### src/link_diag_pkg.sv
// Shared constants for the link frame diagnostics block: register indices,
// flag bit positions, reset values and bus response codes.
// Assumes one 32-bit AXI4-Lite register bus, one word per register index.
package link_diag_pkg;

  // ****************************************************************
  // Register indices (byte address is four times the index)
  // ****************************************************************
  localparam logic [13:0] CMD_ERR_IDX    = 14'h0787; // low_side_command_errors
  localparam logic [13:0] RSP_ERR_IDX    = 14'h0788; // low_side_response_errors
  localparam logic [13:0] HOST_DISC_IDX  = 14'h0789; // host_serial_discard_count
  localparam logic [13:0] HIGH_DISC_IDX  = 14'h078A; // high_side_discard_count
  localparam logic [13:0] LOW_DISC_IDX   = 14'h078B; // low_side_discard_count
  localparam logic [13:0] HOST_VHI_IDX   = 14'h078C;
  localparam logic [13:0] HOST_VLO_IDX   = 14'h078D;
  localparam logic [13:0] HIGH_VHI_IDX   = 14'h078E;
  localparam logic [13:0] HIGH_VLO_IDX   = 14'h078F;
  localparam logic [13:0] LOW_VHI_IDX    = 14'h0790;
  localparam logic [13:0] LOW_VLO_IDX    = 14'h0791;
  localparam logic [13:0] IRQ_STAT_IDX   = 14'h07B0;
  localparam logic [13:0] IRQ_MASK_IDX   = 14'h07B1;
  localparam logic [13:0] CTRL_IDX       = 14'h07B2;

  // ****************************************************************
  // Field positions
  // ****************************************************************
  localparam int CRC_BIT   = 0; // Shared by command and response flags
  localparam int UNEXP_BIT = 1;
  localparam int BYTE_BIT  = 2;
  localparam int SOF_BIT   = 3;
  localparam int TXDIS_BIT = 4;
  localparam int IERR_BIT  = 5; // Command register only
  localparam int WAIT_BIT  = 5; // Response register only
  localparam int ST_CMD    = 0; // Interrupt status bits
  localparam int ST_RSP    = 1;
  localparam int ST_HOST   = 2;
  localparam int ST_HIGH   = 3;
  localparam int ST_LOW    = 4;
  localparam int ST_W      = 5;
  localparam int DIR_BIT   = 0; // Control register: direction select

  // ****************************************************************
  // Reset values and bus codes
  // ****************************************************************
  localparam logic [7:0] FLAG_RST = 8'h00;
  localparam logic [7:0] CTRL_RST = 8'h00;
  localparam logic [4:0] MASK_RST = 5'h00;
  localparam logic [7:0] COUNT_RST = 8'h00;
  localparam logic [1:0] RESP_OKAY   = 2'h0;
  localparam logic [1:0] RESP_DECERR = 2'h3;

endpackage

### src/frame_counter.sv
// One port's discard and valid-frame counters with their read latches.
// Assumes single-cycle event pulses and a latch pulse on the same clock.
`timescale 1ns/10ps
module frame_counter
  import link_diag_pkg::*;
#(
  parameter int DISC_W  = 8,
  parameter int VALID_W = 16
) (
  input  wire logic               i_clk,
  input  wire logic               i_rstn,
  input  wire logic               i_discard,
  input  wire logic               i_valid,
  input  wire logic               i_latch,
  output logic [DISC_W-1:0]       o_disc_live,
  output logic [DISC_W-1:0]       o_disc_lat,
  output logic [VALID_W-1:0]      o_valid_lat
);

  typedef struct packed {
    logic [DISC_W-1:0]  disc;
    logic [VALID_W-1:0] valid;
    logic [DISC_W-1:0]  disc_lat;
    logic [VALID_W-1:0] valid_lat;
  } cnt_state_t;

  cnt_state_t q;
  cnt_state_t d;

  // ****************************************************************
  // Counting, saturation and latch-then-clear
  // ****************************************************************
  always_comb begin
    d = q;
    if (i_latch) begin
      d.disc_lat  = q.disc;                                    // RULE_13
      d.valid_lat = q.valid;                                   // RULE_13
      d.disc      = DISC_W'(i_discard);                        // Event in latch cycle kept
      d.valid     = VALID_W'(i_valid);
    end else begin
      if (i_discard && (q.disc != {DISC_W{1'b1}})) begin
        d.disc = q.disc + DISC_W'(1);                          // RULE_15
      end
      if (i_valid && (q.valid != {VALID_W{1'b1}})) begin
        d.valid = q.valid + VALID_W'(1);                       // RULE_14
      end
    end
  end

  // State register
  always_ff @(posedge i_clk or negedge i_rstn) begin
    if (!i_rstn) begin
      q <= '0;
    end else begin
      q <= d;
    end
  end

  assign o_disc_live = q.disc;
  assign o_disc_lat  = q.disc_lat;
  assign o_valid_lat = q.valid_lat;
endmodule // frame_counter

### src/link_frame_diag.sv
// Link frame error flags and discard/valid counters behind an AXI4-Lite slave.
// Assumes frame event pulses from link logic on the same clock as the bus.
//
// What this block does
// RULE_01: Low-side command CRC drop sets only CRC flag
// RULE_02: New command during response wait sets abort flag
// RULE_03: Abort flag armed only after broadcast/stack read
// RULE_04: Direction 1, tx disabled: flag and discard response
// RULE_05: Direction 1: unexpected start bit flags response
// RULE_06: Direction 1: faulty response byte sets byte flag
// RULE_07: Direction 0: low-side response is unexpected, flagged
// RULE_08: Response CRC drop sets CRC flag, hides others
// RULE_09: Bad last CRC byte sets CRC and byte
// RULE_10: Host serial port 8-bit discard count
// RULE_11: High-side port 8-bit discard count
// RULE_12: Low-side port 8-bit discard count
// RULE_13: Discard read latches counts, then clears counters
// RULE_14: Valid-frame counter 16 bits, saturating at all-ones
// RULE_15: Discard counters saturate instead of wrapping
// RULE_16: Command flags mirror response flags, one when seen
`timescale 1ns/10ps
module link_frame_diag
  import link_diag_pkg::*;
#(
  parameter int ADDR_W = 16
) (
  input  wire logic              i_clk,
  input  wire logic              i_rstn,
  // AXI4-Lite slave
  input  wire logic [ADDR_W-1:0] i_awaddr,
  input  wire logic              i_awvalid,
  output logic                   o_awready,
  input  wire logic [31:0]       i_wdata,
  input  wire logic [3:0]        i_wstrb,
  input  wire logic              i_wvalid,
  output logic                   o_wready,
  output logic [1:0]             o_bresp,
  output logic                   o_bvalid,
  input  wire logic              i_bready,
  input  wire logic [ADDR_W-1:0] i_araddr,
  input  wire logic              i_arvalid,
  output logic                   o_arready,
  output logic [31:0]            o_rdata,
  output logic [1:0]             o_rresp,
  output logic                   o_rvalid,
  input  wire logic              i_rready,
  // Low-side frame end and its qualifiers
  input  wire logic              i_low_done,
  input  wire logic              i_low_is_rsp,
  input  wire logic              i_crc_bad,
  input  wire logic              i_last_crc_byte_bad,
  input  wire logic              i_sof_bad,
  input  wire logic              i_byte_bad,
  input  wire logic              i_init_bad,
  input  wire logic              i_low_tx_off,
  // Response wait tracking
  input  wire logic              i_stack_read_cmd,
  input  wire logic              i_rsp_waiting,
  input  wire logic              i_new_cmd,
  // Other ports' frame events
  input  wire logic              i_host_discard,
  input  wire logic              i_host_valid,
  input  wire logic              i_high_discard,
  input  wire logic              i_high_valid,
  output logic                   o_irq
);

  typedef struct packed {
    logic             aw_got;
    logic [13:0]      aw_idx;
    logic             w_got;
    logic [31:0]      wdata;
    logic [3:0]       wstrb;
    logic             awready;
    logic             wready;
    logic             bvalid;
    logic [1:0]       bresp;
    logic             arready;
    logic             rvalid;
    logic [1:0]       rresp;
    logic [31:0]      rdata;
    logic [7:0]       cmd_flags;
    logic [7:0]       rsp_flags;
    logic             armed;
    logic [ST_W-1:0]  status;
    logic [ST_W-1:0]  mask;
    logic [7:0]       ctrl;
    logic             irq;
  } state_t;

  state_t      q;
  state_t      d;
  logic [7:0]  cmd_set;
  logic [7:0]  rsp_set;
  logic        low_disc;
  logic        low_valid;
  logic        abort;
  logic        ar_fire;
  logic [13:0] ar_idx;
  logic        lat_host;
  logic        lat_high;
  logic        lat_low;
  logic [7:0]  host_live;
  logic [7:0]  high_live;
  logic [7:0]  low_live;
  logic [7:0]  host_dlat;
  logic [7:0]  high_dlat;
  logic [7:0]  low_dlat;
  logic [15:0] host_vlat;
  logic [15:0] high_vlat;
  logic [15:0] low_vlat;

  // ****************************************************************
  // Per-port counters
  // ****************************************************************
  frame_counter #(.DISC_W(8), .VALID_W(16)) u_host_cnt (
    .i_clk       (i_clk),
    .i_rstn      (i_rstn),
    .i_discard   (i_host_discard),       // RULE_10
    .i_valid     (i_host_valid),
    .i_latch     (lat_host),
    .o_disc_live (host_live),
    .o_disc_lat  (host_dlat),
    .o_valid_lat (host_vlat)
  );

  frame_counter #(.DISC_W(8), .VALID_W(16)) u_high_cnt (
    .i_clk       (i_clk),
    .i_rstn      (i_rstn),
    .i_discard   (i_high_discard),       // RULE_11
    .i_valid     (i_high_valid),
    .i_latch     (lat_high),
    .o_disc_live (high_live),
    .o_disc_lat  (high_dlat),
    .o_valid_lat (high_vlat)
  );

  frame_counter #(.DISC_W(8), .VALID_W(16)) u_low_cnt (
    .i_clk       (i_clk),
    .i_rstn      (i_rstn),
    .i_discard   (low_disc),             // RULE_12
    .i_valid     (low_valid),
    .i_latch     (lat_low),
    .o_disc_live (low_live),
    .o_disc_lat  (low_dlat),
    .o_valid_lat (low_vlat)
  );

  // ****************************************************************
  // Low-side frame classification
  // ****************************************************************
  always_comb begin
    cmd_set   = 8'h00;
    rsp_set   = 8'h00;
    low_disc  = 1'b0;
    low_valid = 1'b0;
    abort     = q.armed && i_rsp_waiting && i_new_cmd;             // RULE_03
    rsp_set[WAIT_BIT] = abort;                                      // RULE_02
    if (i_low_done) begin
      if (i_low_is_rsp) begin
        if (i_crc_bad) begin
          rsp_set[CRC_BIT]  = 1'b1;                                 // RULE_08
          rsp_set[BYTE_BIT] = i_last_crc_byte_bad;                  // RULE_09
          low_disc          = 1'b1;
        end else if (!q.ctrl[DIR_BIT]) begin
          rsp_set[UNEXP_BIT] = 1'b1;                                // RULE_07
          low_disc           = 1'b1;
        end else begin
          rsp_set[SOF_BIT]   = i_sof_bad;                           // RULE_05
          rsp_set[BYTE_BIT]  = i_byte_bad;                          // RULE_06
          rsp_set[TXDIS_BIT] = i_low_tx_off;                        // RULE_04
          low_disc  = i_sof_bad || i_byte_bad || i_low_tx_off;
          low_valid = !low_disc;
        end
      end else begin
        if (i_crc_bad) begin
          cmd_set[CRC_BIT] = 1'b1;                                  // RULE_01
          low_disc         = 1'b1;
        end else if (q.ctrl[DIR_BIT]) begin
          cmd_set[UNEXP_BIT] = 1'b1;                                // RULE_16
          low_disc           = 1'b1;
        end else begin
          cmd_set[SOF_BIT]   = i_sof_bad;                           // RULE_16
          cmd_set[BYTE_BIT]  = i_byte_bad;
          cmd_set[IERR_BIT]  = i_init_bad;
          cmd_set[TXDIS_BIT] = i_low_tx_off;
          low_disc  = i_sof_bad || i_byte_bad || i_init_bad || i_low_tx_off;
          low_valid = !low_disc;
        end
      end
    end
  end

  // Read decode and read side effects
  assign ar_fire  = i_arvalid && q.arready;
  assign ar_idx   = i_araddr[15:2];
  assign lat_host = ar_fire && (ar_idx == HOST_DISC_IDX);          // RULE_13
  assign lat_high = ar_fire && (ar_idx == HIGH_DISC_IDX);
  assign lat_low  = ar_fire && (ar_idx == LOW_DISC_IDX);

  // ****************************************************************
  // Next state: bus slave, flags, interrupt
  // ****************************************************************
  always_comb begin
    d = q;
    // Write address and data taken in either order
    if (i_awvalid && q.awready) begin
      d.aw_got = 1'b1;
      d.aw_idx = i_awaddr[15:2];
    end
    if (i_wvalid && q.wready) begin
      d.w_got = 1'b1;
      d.wdata = i_wdata;
      d.wstrb = i_wstrb;
    end
    if (q.aw_got && q.w_got) begin
      d.aw_got = 1'b0;
      d.w_got  = 1'b0;
      d.bvalid = 1'b1;
      d.bresp  = RESP_OKAY;
      unique case (q.aw_idx)
        IRQ_MASK_IDX: begin
          if (q.wstrb[0]) d.mask = q.wdata[ST_W-1:0];
        end
        CTRL_IDX: begin
          if (q.wstrb[0]) d.ctrl = q.wdata[7:0];
        end
        CMD_ERR_IDX, RSP_ERR_IDX, HOST_DISC_IDX, HIGH_DISC_IDX, LOW_DISC_IDX,
        HOST_VHI_IDX, HOST_VLO_IDX, HIGH_VHI_IDX, HIGH_VLO_IDX, LOW_VHI_IDX,
        LOW_VLO_IDX, IRQ_STAT_IDX: begin
          d.bresp = RESP_OKAY; // Read-only, write ignored
        end
        default: d.bresp = RESP_DECERR;
      endcase
    end
    if (q.bvalid && i_bready) d.bvalid = 1'b0;
    d.awready = !d.aw_got && !d.bvalid;
    d.wready  = !d.w_got && !d.bvalid;

    // Flags: read clears, a same-cycle set wins
    d.cmd_flags = cmd_set;
    d.rsp_flags = rsp_set;
    d.status    = {low_disc, i_high_discard, i_host_discard, |rsp_set, |cmd_set};
    if (!(ar_fire && ar_idx == CMD_ERR_IDX)) d.cmd_flags = d.cmd_flags | q.cmd_flags;
    if (!(ar_fire && ar_idx == RSP_ERR_IDX)) d.rsp_flags = d.rsp_flags | q.rsp_flags;
    if (!(ar_fire && ar_idx == IRQ_STAT_IDX)) d.status = d.status | q.status;
    d.armed = i_stack_read_cmd || (q.armed && !abort);             // RULE_03

    // Read channel
    if (ar_fire) begin
      d.rvalid = 1'b1;
      d.rresp  = RESP_OKAY;
      d.rdata  = 32'h00000000;
      unique case (ar_idx)
        CMD_ERR_IDX:   d.rdata[7:0] = q.cmd_flags;
        RSP_ERR_IDX:   d.rdata[7:0] = q.rsp_flags;
        HOST_DISC_IDX: d.rdata[7:0] = host_live;
        HIGH_DISC_IDX: d.rdata[7:0] = high_live;
        LOW_DISC_IDX:  d.rdata[7:0] = low_live;
        HOST_VHI_IDX:  d.rdata[7:0] = host_vlat[15:8];
        HOST_VLO_IDX:  d.rdata[7:0] = host_vlat[7:0];
        HIGH_VHI_IDX:  d.rdata[7:0] = high_vlat[15:8];
        HIGH_VLO_IDX:  d.rdata[7:0] = high_vlat[7:0];
        LOW_VHI_IDX:   d.rdata[7:0] = low_vlat[15:8];
        LOW_VLO_IDX:   d.rdata[7:0] = low_vlat[7:0];
        IRQ_STAT_IDX:  d.rdata[ST_W-1:0] = q.status;
        IRQ_MASK_IDX:  d.rdata[ST_W-1:0] = q.mask;
        CTRL_IDX:      d.rdata[7:0] = q.ctrl;
        default:       d.rresp = RESP_DECERR;
      endcase
    end
    if (q.rvalid && i_rready) d.rvalid = 1'b0;
    d.arready = !d.rvalid;
    d.irq     = |(d.status & d.mask);
  end

  // State register
  always_ff @(posedge i_clk or negedge i_rstn) begin
    if (!i_rstn) begin
      q           <= '0;
      q.cmd_flags <= FLAG_RST;
      q.rsp_flags <= FLAG_RST;
      q.mask      <= MASK_RST;
      q.ctrl      <= CTRL_RST;
    end else begin
      q <= d;
    end
  end

  // Outputs straight from the state register
  assign o_awready = q.awready;
  assign o_wready  = q.wready;
  assign o_bvalid  = q.bvalid;
  assign o_bresp   = q.bresp;
  assign o_arready = q.arready;
  assign o_rvalid  = q.rvalid;
  assign o_rresp   = q.rresp;
  assign o_rdata   = q.rdata;
  assign o_irq     = q.irq;
endmodule // link_frame_diag

### config.mk
export PLATFORM = sky130hd
export DESIGN_NAME = link_frame_diag
export DESIGN_NICKNAME = d
export VERILOG_FILES = /design/src/link_diag_pkg.sv /design/src/frame_counter.sv /design/src/link_frame_diag.sv
export SDC_FILE = /design/constraint.sdc
export NUM_CORES = 1
export LEC_CHECK = 0
export BUFFER_PORTS_ARGS = -buffer_cell sky130_fd_sc_hd__buf_2
export CORE_AREA = 5 5 176 178
export CTS_CLUSTER_DIAMETER = 60
export CTS_CLUSTER_SIZE = 14
export DETAILED_ROUTE_END_ITERATION = 12
export DIE_AREA = 0 0 181 183
export PLACE_DENSITY = 0.62
export SKIP_LAST_GASP = 1
export SLEW_MARGIN = 20
export SYNTH_ARGS = -nofsm -noshare
export SYNTH_HDL_FRONTEND = slang
export SYNTH_HIERARCHICAL = 1
export SYNTH_SLANG_ARGS = --single-unit
export TNS_END_PERCENT = 5
### constraint.sdc
create_clock -name i_clk -period 6.45 [get_ports i_clk]
set_input_delay 0 -clock i_clk [delete_from_list [all_inputs] [get_ports i_clk]]
set_output_delay 0 -clock i_clk [all_outputs]
set_load 0.005 [all_outputs]
# ---- After elaboration in Yosys (flattened, before gate mapping)
# Cells that the tools add are included.
dict set report totals {
  elab_cells 174
  out_inout_bits 42
  register_bits 225
  input_bits 90
}
dict set report op_classes {
  bitwise_logic 4
  addsub 6
  muxes 54
  eq_ne 34
  n_reduce_logical 47
}
# op count
set op_table {}
lappend op_table {{$eq A14 B11 Y1 const B} 28}
lappend op_table {{$mux W24} 3}
lappend op_table {{$pmux W5 S14} 1}
lappend op_table {{$mux W8} 7}
lappend op_table {{$add A16 B1 Y16 const B} 3}
lappend op_table {{$mux W16} 3}
lappend op_table {{$ne A16 B16 Y1 const B} 3}
lappend op_table {{$mux W37} 1}
lappend op_table {{$pmux W3 S12} 1}
lappend op_table {{$mux W35} 1}
lappend op_table {{$mux W5} 6}
lappend op_table {{$reduce_or A14 Y1} 2}
lappend op_table {{$add A8 B1 Y8 const B} 3}
lappend op_table {{$ne A8 B8 Y1 const B} 3}
lappend op_table {{$logic_and A1 B1 Y1} 23}
lappend op_table {{$mux W1} 21}
lappend op_table {{$or A6 B8 Y8} 2}
lappend op_table {{$mux W15} 1}
lappend op_table {{$mux W13} 1}
lappend op_table {{$mux W6} 2}
lappend op_table {{$reduce_bool A2 Y1} 6}
lappend op_table {{$reduce_or A6 Y1} 2}
lappend op_table {{$logic_not A1 Y1} 7}
lappend op_table {{$mux W2} 3}
lappend op_table {{other kinds (7)} 12}

# ---- Longest topological paths before layout
# Gate-level depths: netlist (run 1).
dict set report logic_depth {
  ltp_word 11
  depth_mapped 9
}

# ---- By module
# Netlist (run 1), hierarchy kept.
# module area_per_inst_um2 n_inst cells_each
set modules_own_cells {}
lappend modules_own_cells {{frame_counter (u_high_cnt ...)} 2459.9 2 222}
lappend modules_own_cells {link_frame_diag 4145.2 1 384}
lappend modules_own_cells {{frame_counter (u_host_cnt)} 2494.9 1 235}

# ---- Worst setup path after synthesis (run 1)
# OpenSTA, ideal clock, no wires.
dict set report synth_timing {
  path_kind {reg2reg}
  start {reg q[1] (netlist bit)}
  end {reg u_low_cnt/q[37] (netlist bit)}
  arrival_ns 2.592
  setup_time_ns 0.125
  path_buffers 0
  required_time_ns 6.325
  synth_period_minus_slack_ns 2.718
  slack_ns 3.732
  path_stages_with_launch 8
  path_cell_list {dfrtp_1 -> or3_1 -> a21o_1 -> nor3b_1 -> nand2_1 -> nor3b_1 -> and4b_1 -> mux2_4}
}
dict set report synth_between {
  elab_chain_cells 6
  elab_cells_between_ends 8
  classes_between {6 x mux; 2 x reduce/logical}
}
# item line_no
set synth_lines {}
lappend synth_lines {{from (decl)} link_frame_diag.sv:91} ;# state_t q;
lappend synth_lines {{$mux W1 (on tied branches)} {link_frame_diag.sv:179, link_frame_diag.sv:165}}
lappend synth_lines {{$mux W1 (on tied branches)} {link_frame_diag.sv:176, link_frame_diag.sv:161}}
lappend synth_lines {{$mux W1 (*)} link_frame_diag.sv:160} ;# if (i_low_is_rsp) begin
lappend synth_lines {{$mux W1 (*)} link_frame_diag.sv:159} ;# if (i_low_done) begin
lappend synth_lines {{named net low_valid} link_frame_diag.sv:96} ;# logic low_valid;
lappend synth_lines {{$logic_and A1 B1 Y1 (*)} frame_counter.sv:44} ;# if (i_valid && (q.valid != {VALID_W{1'b1}})) begin
lappend synth_lines {{$reduce_bool A2 Y1 (no source line) (*)} -}
lappend synth_lines {{to (signal assigned)} frame_counter.sv:53} ;# q <= '0;
lappend synth_lines {{to (signal assigned)} frame_counter.sv:55} ;# q <= d;
lappend synth_lines {{to (decl)} frame_counter.sv:27} ;# cnt_state_t q;
# Mark *: on every way through the listed nets, which the timed path passes. The rest lies on a longest branch.
# A chain may end at the register's enable or synchronous reset.

# ---- Worst setup path in the final report (run 1)
# Same ends and word-level chain as after synthesis.

==> flow_summary.yaml, run 1 <==
run_status:
  status: "completed"
cts:
  postCtsResizedCells: 0
  cts_buffer_depth: 2
  cts_setup_buffers: 0
  clock-sinks: 192
  holdBufCountCts: 42
  cts_made_buffers: 17
  clock_latency_ps: 430
  root_buffer: "clkbuf_16"
  clkTransAtPathRegs_ps: 70
  cts_tree: "built"
  h-tree-depth: 4
timing:
  setup_viol: 0
  worstMarginPinSlew_ps: 1001
  min_period_ps: 3002
  final-hold-violation-count: 0
  fin_crit_sh_pct: 46.55
  worst_clock_skew_ps: 9.456
  rsz0062_at_grt: "false"
  hold_slack_ps: 61.87
  slew_headroom_pct: 32.73
  finalSetupTns_ps: 0
  clock.fmax_mhz: 333.1
  drv_slew: 0
grt:
  antenna_found_initial: 0
  grt_pass1_vias: 7361
  grt_overflow_total: 0
  grt_max_degree: 113
  grt_usage_pct: 15.49
  grt_first_pass_wirelength_mm: 41.43
final_layout:
  fill_cells: 2864
  drive_gt1_share_pct: 23.75
  stdcell_area_mm2: 0.01156
  stdcell_count: 1413
  most-common-layout-cells: "dfrtp_1 (192), mux2_2 (87), buf_2 (75)"
  final_common_cell: "dfrtp_1"
  diodes: 0
  fin_nets: 1106
  syn2layout_area_growth_pct: 10.01
power:
  p_leak_nw: 4.961
  peakVddDrop_mv: 0.1517
  power_density_mw_per_mm2: 278.8
place:
  dp.cells: 1339
  portBuffers: 76
  dpl_cell_area_mm2: 0.01052
  globalplace.congestion: 0.8708
  hpwl_mm: 18.24
synth:
  synth_warnings: 6
  syn_inst: 991
  syn_area_per_cell_um2: 10.60
  syn_area_mm2: 0.01051
drt:
  routed_via_density: 5.424
  drc: 0
  antenna_left: 0
  drt-met1-wl_mm: 11.81
  met2_length_mm: 11.97
  initialDrtViolationCount: 739
  firstDrtPassIters: 5
  routedWlPerCell_um: 18.06
  routed_wl_mm: 25.52
  dr_total_vias: 7664
  maxUsedRoutingLayer: "met4"
  met3WireLength_mm: 1.297
die:
  rows: 63
  ioPinCount: 132
  core_mm2: 0.02924
  start_util_pct: 35.93
  die_x_um: 181
  die_area_mm2: 0.03312
  dieHeight_um: 183
setup_path:
  critPathMaxFanout: 8
  arrival_ps: 3320
  worstPathRequired_ps: 6770
  critPathLaunchType: "flop"
  endpoint_kind: "flop"
  worst-setup-path-type: "reg2reg"
flow_run:
  maxCapViolCount: 0
hold_path:
  hp-class: "in2reg"
[area by class of cell]
| cell class | count | area (um^2) | area share (%) |
|---|---|---|---|
| clock inverter | 10 | 146.4 | 1.266 |
| clock buffer | 22 | 474.2 | 4.102 |
| multi-input combinational | 650 | 4684 | 40.52 |
| inverter | 22 | 82.58 | 0.7143 |
| tap | 390 | 488.0 | 4.221 |
| sequential | 192 | 4805 | 41.56 |
| timing repair buffer | 127 | 880.8 | 7.619 |
[metal layers]
metal	up-vias	GRT usage, %
li1	3614	-
met2	221	24.47
met3	29	2.678
met1	3800	22.19
met5	-	0
met4	0	4.173
[path summary, 6_finish.rpt]
path                                     start               to  slack (ps)  cells past startpoint
max reg2reg                               q[1]  u_low_cnt/q[37]        3450                      8
min                        i_last_crc_byte_bad            q[22]          60                      4
max in group asynchronous               i_rstn            q[18]        4920                      3
max                                       q[1]  u_low_cnt/q[37]        3450                      8
min in group asynchronous               i_rstn            q[23]         270                      2
min reg2reg                         o_rdata[6]       o_rdata[6]         480                      2
[state kept, by name, summed over array words and instances, names as in the netlist]
name                    cells
o_irq                       1
u_low_cnt/q                16
o_rresp                     1
q                          56
o_bresp                     1
u_host_cnt/q               16
u_high_cnt/o_valid_lat     16
o_awready                   1
u_high_cnt/q               16
u_host_cnt/o_disc_live      8
u_high_cnt/o_disc_live      8
o_rdata                     8
u_host_cnt/o_valid_lat     16
o_wready                    1
o_rvalid                    1
o_bvalid                    1
u_low_cnt/o_disc_live       8
o_arready                   1
u_low_cnt/o_valid_lat      16
[power breakdown]
group	leakage, nW	switching [mW]	internal (mW)	total [mW]
registers	2.45	0.243	1.39	1.64
clock network	0.302	0.460	0.647	1.11
logic	2.21	0.235	0.243	0.478
[worst max-delay path, stage by stage, from the launching register on]
cell and delay, ps:
dfrtp_1 500, or3_1 390, a21o_1 190, nor3b_1 200, buf_4 190, nand2_1 60
nor3b_1 720, and4b_1 330, mux2_4 300
[per-stage QoR]
stage | utilization, % | worst slack, ps | total power, mW
2_1_floorplan | - | 3732 | 2.005
3_3_place_gp | 35.94 | 3491 | 2.095
3_5_place_dp | 35.96 | 3478 | 2.117
4_1_cts | 39.52 | 3459 | 3.256
5_1_grt | 39.53 | 3171 | 3.403
6_report | 39.53 | 3448 | 3.223
Power figures use the tool's default switching activity.
==> inputs of run 2 (changes only) <==
--- a/config.mk
+++ b/config.mk
@@ -11,7 +11,7 @@
 export CTS_CLUSTER_SIZE = 14
 export DETAILED_ROUTE_END_ITERATION = 12
 export DIE_AREA = 0 0 181 183
-export PLACE_DENSITY = 0.62
+export PLACE_DENSITY = 0.64
 export SKIP_LAST_GASP = 1
 export SLEW_MARGIN = 20
 export SYNTH_ARGS = -nofsm -noshare
==> constraint.sdc (replaced) <==
create_clock -name i_clk -period 2.7 [get_ports i_clk]
set_input_delay 0 -clock i_clk [delete_from_list [all_inputs] [get_ports i_clk]]
set_output_delay 0 -clock i_clk [all_outputs]
set_load 0.005 [all_outputs]
==> run 2 against run 1 <==
Wire length up 1.2%. Critical path depth stayed put. Worst setup slack worse by 3300 ps. Final cell count grew 1.6%. First-iteration DRC count fell by 22%. Flip-flop and latch count unchanged. Design area increased by 2.0%.
==> flow_summary.yaml, run 2 (synthesized netlist as in run 1, its figures left out) <==
run_status:
  status: "completed"
timing:
  min_period_ps: 2536
  final-hold-violation-count: 0
  fin_crit_sh_pct: 93.93
  clock.fmax_mhz: 394.3
  hold_slack_ps: 89.00
  worst_clock_skew_ps: 19.29
  finalSetupTns_ps: 0
  worstMarginPinSlew_ps: 776.3
  drv_slew: 0
  rsz0062_at_grt: "false"
  slew_headroom_pct: 47.82
  setup_viol: 0
drt:
  routedWlPerCell_um: 18.00
  initialDrtViolationCount: 578
  firstDrtPassIters: 5
  routed_via_density: 5.384
  met2_length_mm: 12.09
  dr_total_vias: 7726
  antenna_left: 0
  routed_wl_mm: 25.84
  maxUsedRoutingLayer: "met4"
  met3WireLength_um: 960
  drt-met1-wl_mm: 12.08
  drc: 0
grt:
  antenna_found_initial: 0
  grt_first_pass_wirelength_mm: 41.48
  grt_max_degree: 82
  grt_pass1_vias: 7385
  grt_overflow_total: 0
  grt_usage_pct: 15.63
cts:
  cts_made_buffers: 17
  h-tree-depth: 4
  cts_buffer_depth: 2
  clock_latency_ps: 450
  cts_tree: "built"
  root_buffer: "clkbuf_16"
  clkTransAtPathRegs_ps: 90
  clock-sinks: 192
  cts_setup_buffers: 0
  postCtsResizedCells: 0
power:
  peakVddDrop_mv: 0.4494
  power_density_mw_per_mm2: 655.8
  p_leak_nw: 5.091
  fin_total_pwr_mw: 7.736
setup_path:
  worstPathRequired_ps: 3060
  endpoint_kind: "flop"
  critPathLaunchType: "flop"
  reg2regPathDepth: 8
  arrival_ps: 2900
  worst-setup-path-type: "reg2reg"
  critPathMaxFanout: 7
place:
  globalplace.congestion: 0.9105
  dpl_cell_area_mm2: 0.01072
  hpwl_mm: 18.63
  portBuffers: 76
final_layout:
  regMostFlops: "q"
  utilization_pct: 40.33
  fill_cells: 2770
  most-common-layout-cells: "dfrtp_1 (192), mux2_2 (87), buf_2 (75)"
  fin_nets: 1128
  final_common_cell: "dfrtp_1"
  largest_reg_flops: 56
  diodes: 0
  stdcell_area_mm2: 0.01180
  seq_area_mm2: 0.004805
  syn2layout_area_growth_pct: 12.24
  drive_gt1_share_pct: 25.45
  multiInputGateArea_mm2: 0.004683
die:
  die_x_um: 181
  start_util_pct: 35.93
  core_mm2: 0.02924
  rows: 63
  dieHeight_um: 183
  die_area_mm2: 0.03312
  ioPinCount: 132
flow_run:
  maxCapViolCount: 0
hold_path:
  hp-class: "in2reg"
  hold_depth: 4
==> run 2: changes by cell type in the layout (fill, tap and decap cells not counted), sizes merged <==
| cell | before | now |
|---|---|---|
| inv | 26 | 31 |
| dlygate4sd3 | 42 | 43 |
| clkinvlp | 1 | 0 |
| clkinv | 2 | 6 |
| bufinv | 3 | 0 |
| clkbuf | 23 | 18 |
| buf | 84 | 105 |
==> run 2: area by class of cell <==
class / count / area share [%]
clock buffers: 17 / 3.607
clock inverters: 15 / 1.835
inverters: 22 / 0.7001
multi-input cells: 650 / 39.70
flip-flops and latches: 192 / 40.73
well taps: 390 / 4.137
repair buffers: 149 / 9.282
==> run 2: final timing paths <==
path / startpoint / to / slack [ps]
max reg2reg: q[1] / u_low_cnt/q[36] / 160
min: i_new_cmd / q[15] / 90
min in group asynchronous: i_rstn / q[25] / 170
max in group asynchronous: i_rstn / u_low_cnt/o_valid_lat[5] / 1640
max: q[1] / u_low_cnt/q[36] / 160
min reg2reg: q[22] / q[22] / 490
==> run 2: power by group <==
group          internal, mW  switching (mW)
combinational         0.591           0.562
clock                  1.30            1.36
sequential             3.33           0.595
==> run 2: critical path: stages (launching register included) <==
cell     delay, ps
dfrtp_1        390
or3_1          360
a21o_1         200
nor3b_1        250
buf_4          200
inv_1           70
or3_1          420
or3_2          420
a21oi_1        150
==> run 2: repair_timing <==
item                       4_1_cts  5_1_grt
setup endpoints to repair        0        0
hold endpoints to repair       133        0
hold buffers                    43        0
==> run 2: stage by stage <==
step / setup slack, ps / cells
5_1_grt: 26.71 / 1435
3_3_place_gp: 206.9 / 1360
3_5_place_dp: 228.7 / 1360
2_1_floorplan: 129.4 / 1014
4_1_cts: 181.3 / 1435
6_report: 163.9 / 1435
==> run 2: metal layers <==
layer | track usage, % | up-vias
met2 | 24.44 | 178
met4 | 5.794 | 0
met1 | 22.11 | 3867
met3 | 2.400 | 37
li1 | - | 3644
met5 | 0 | -
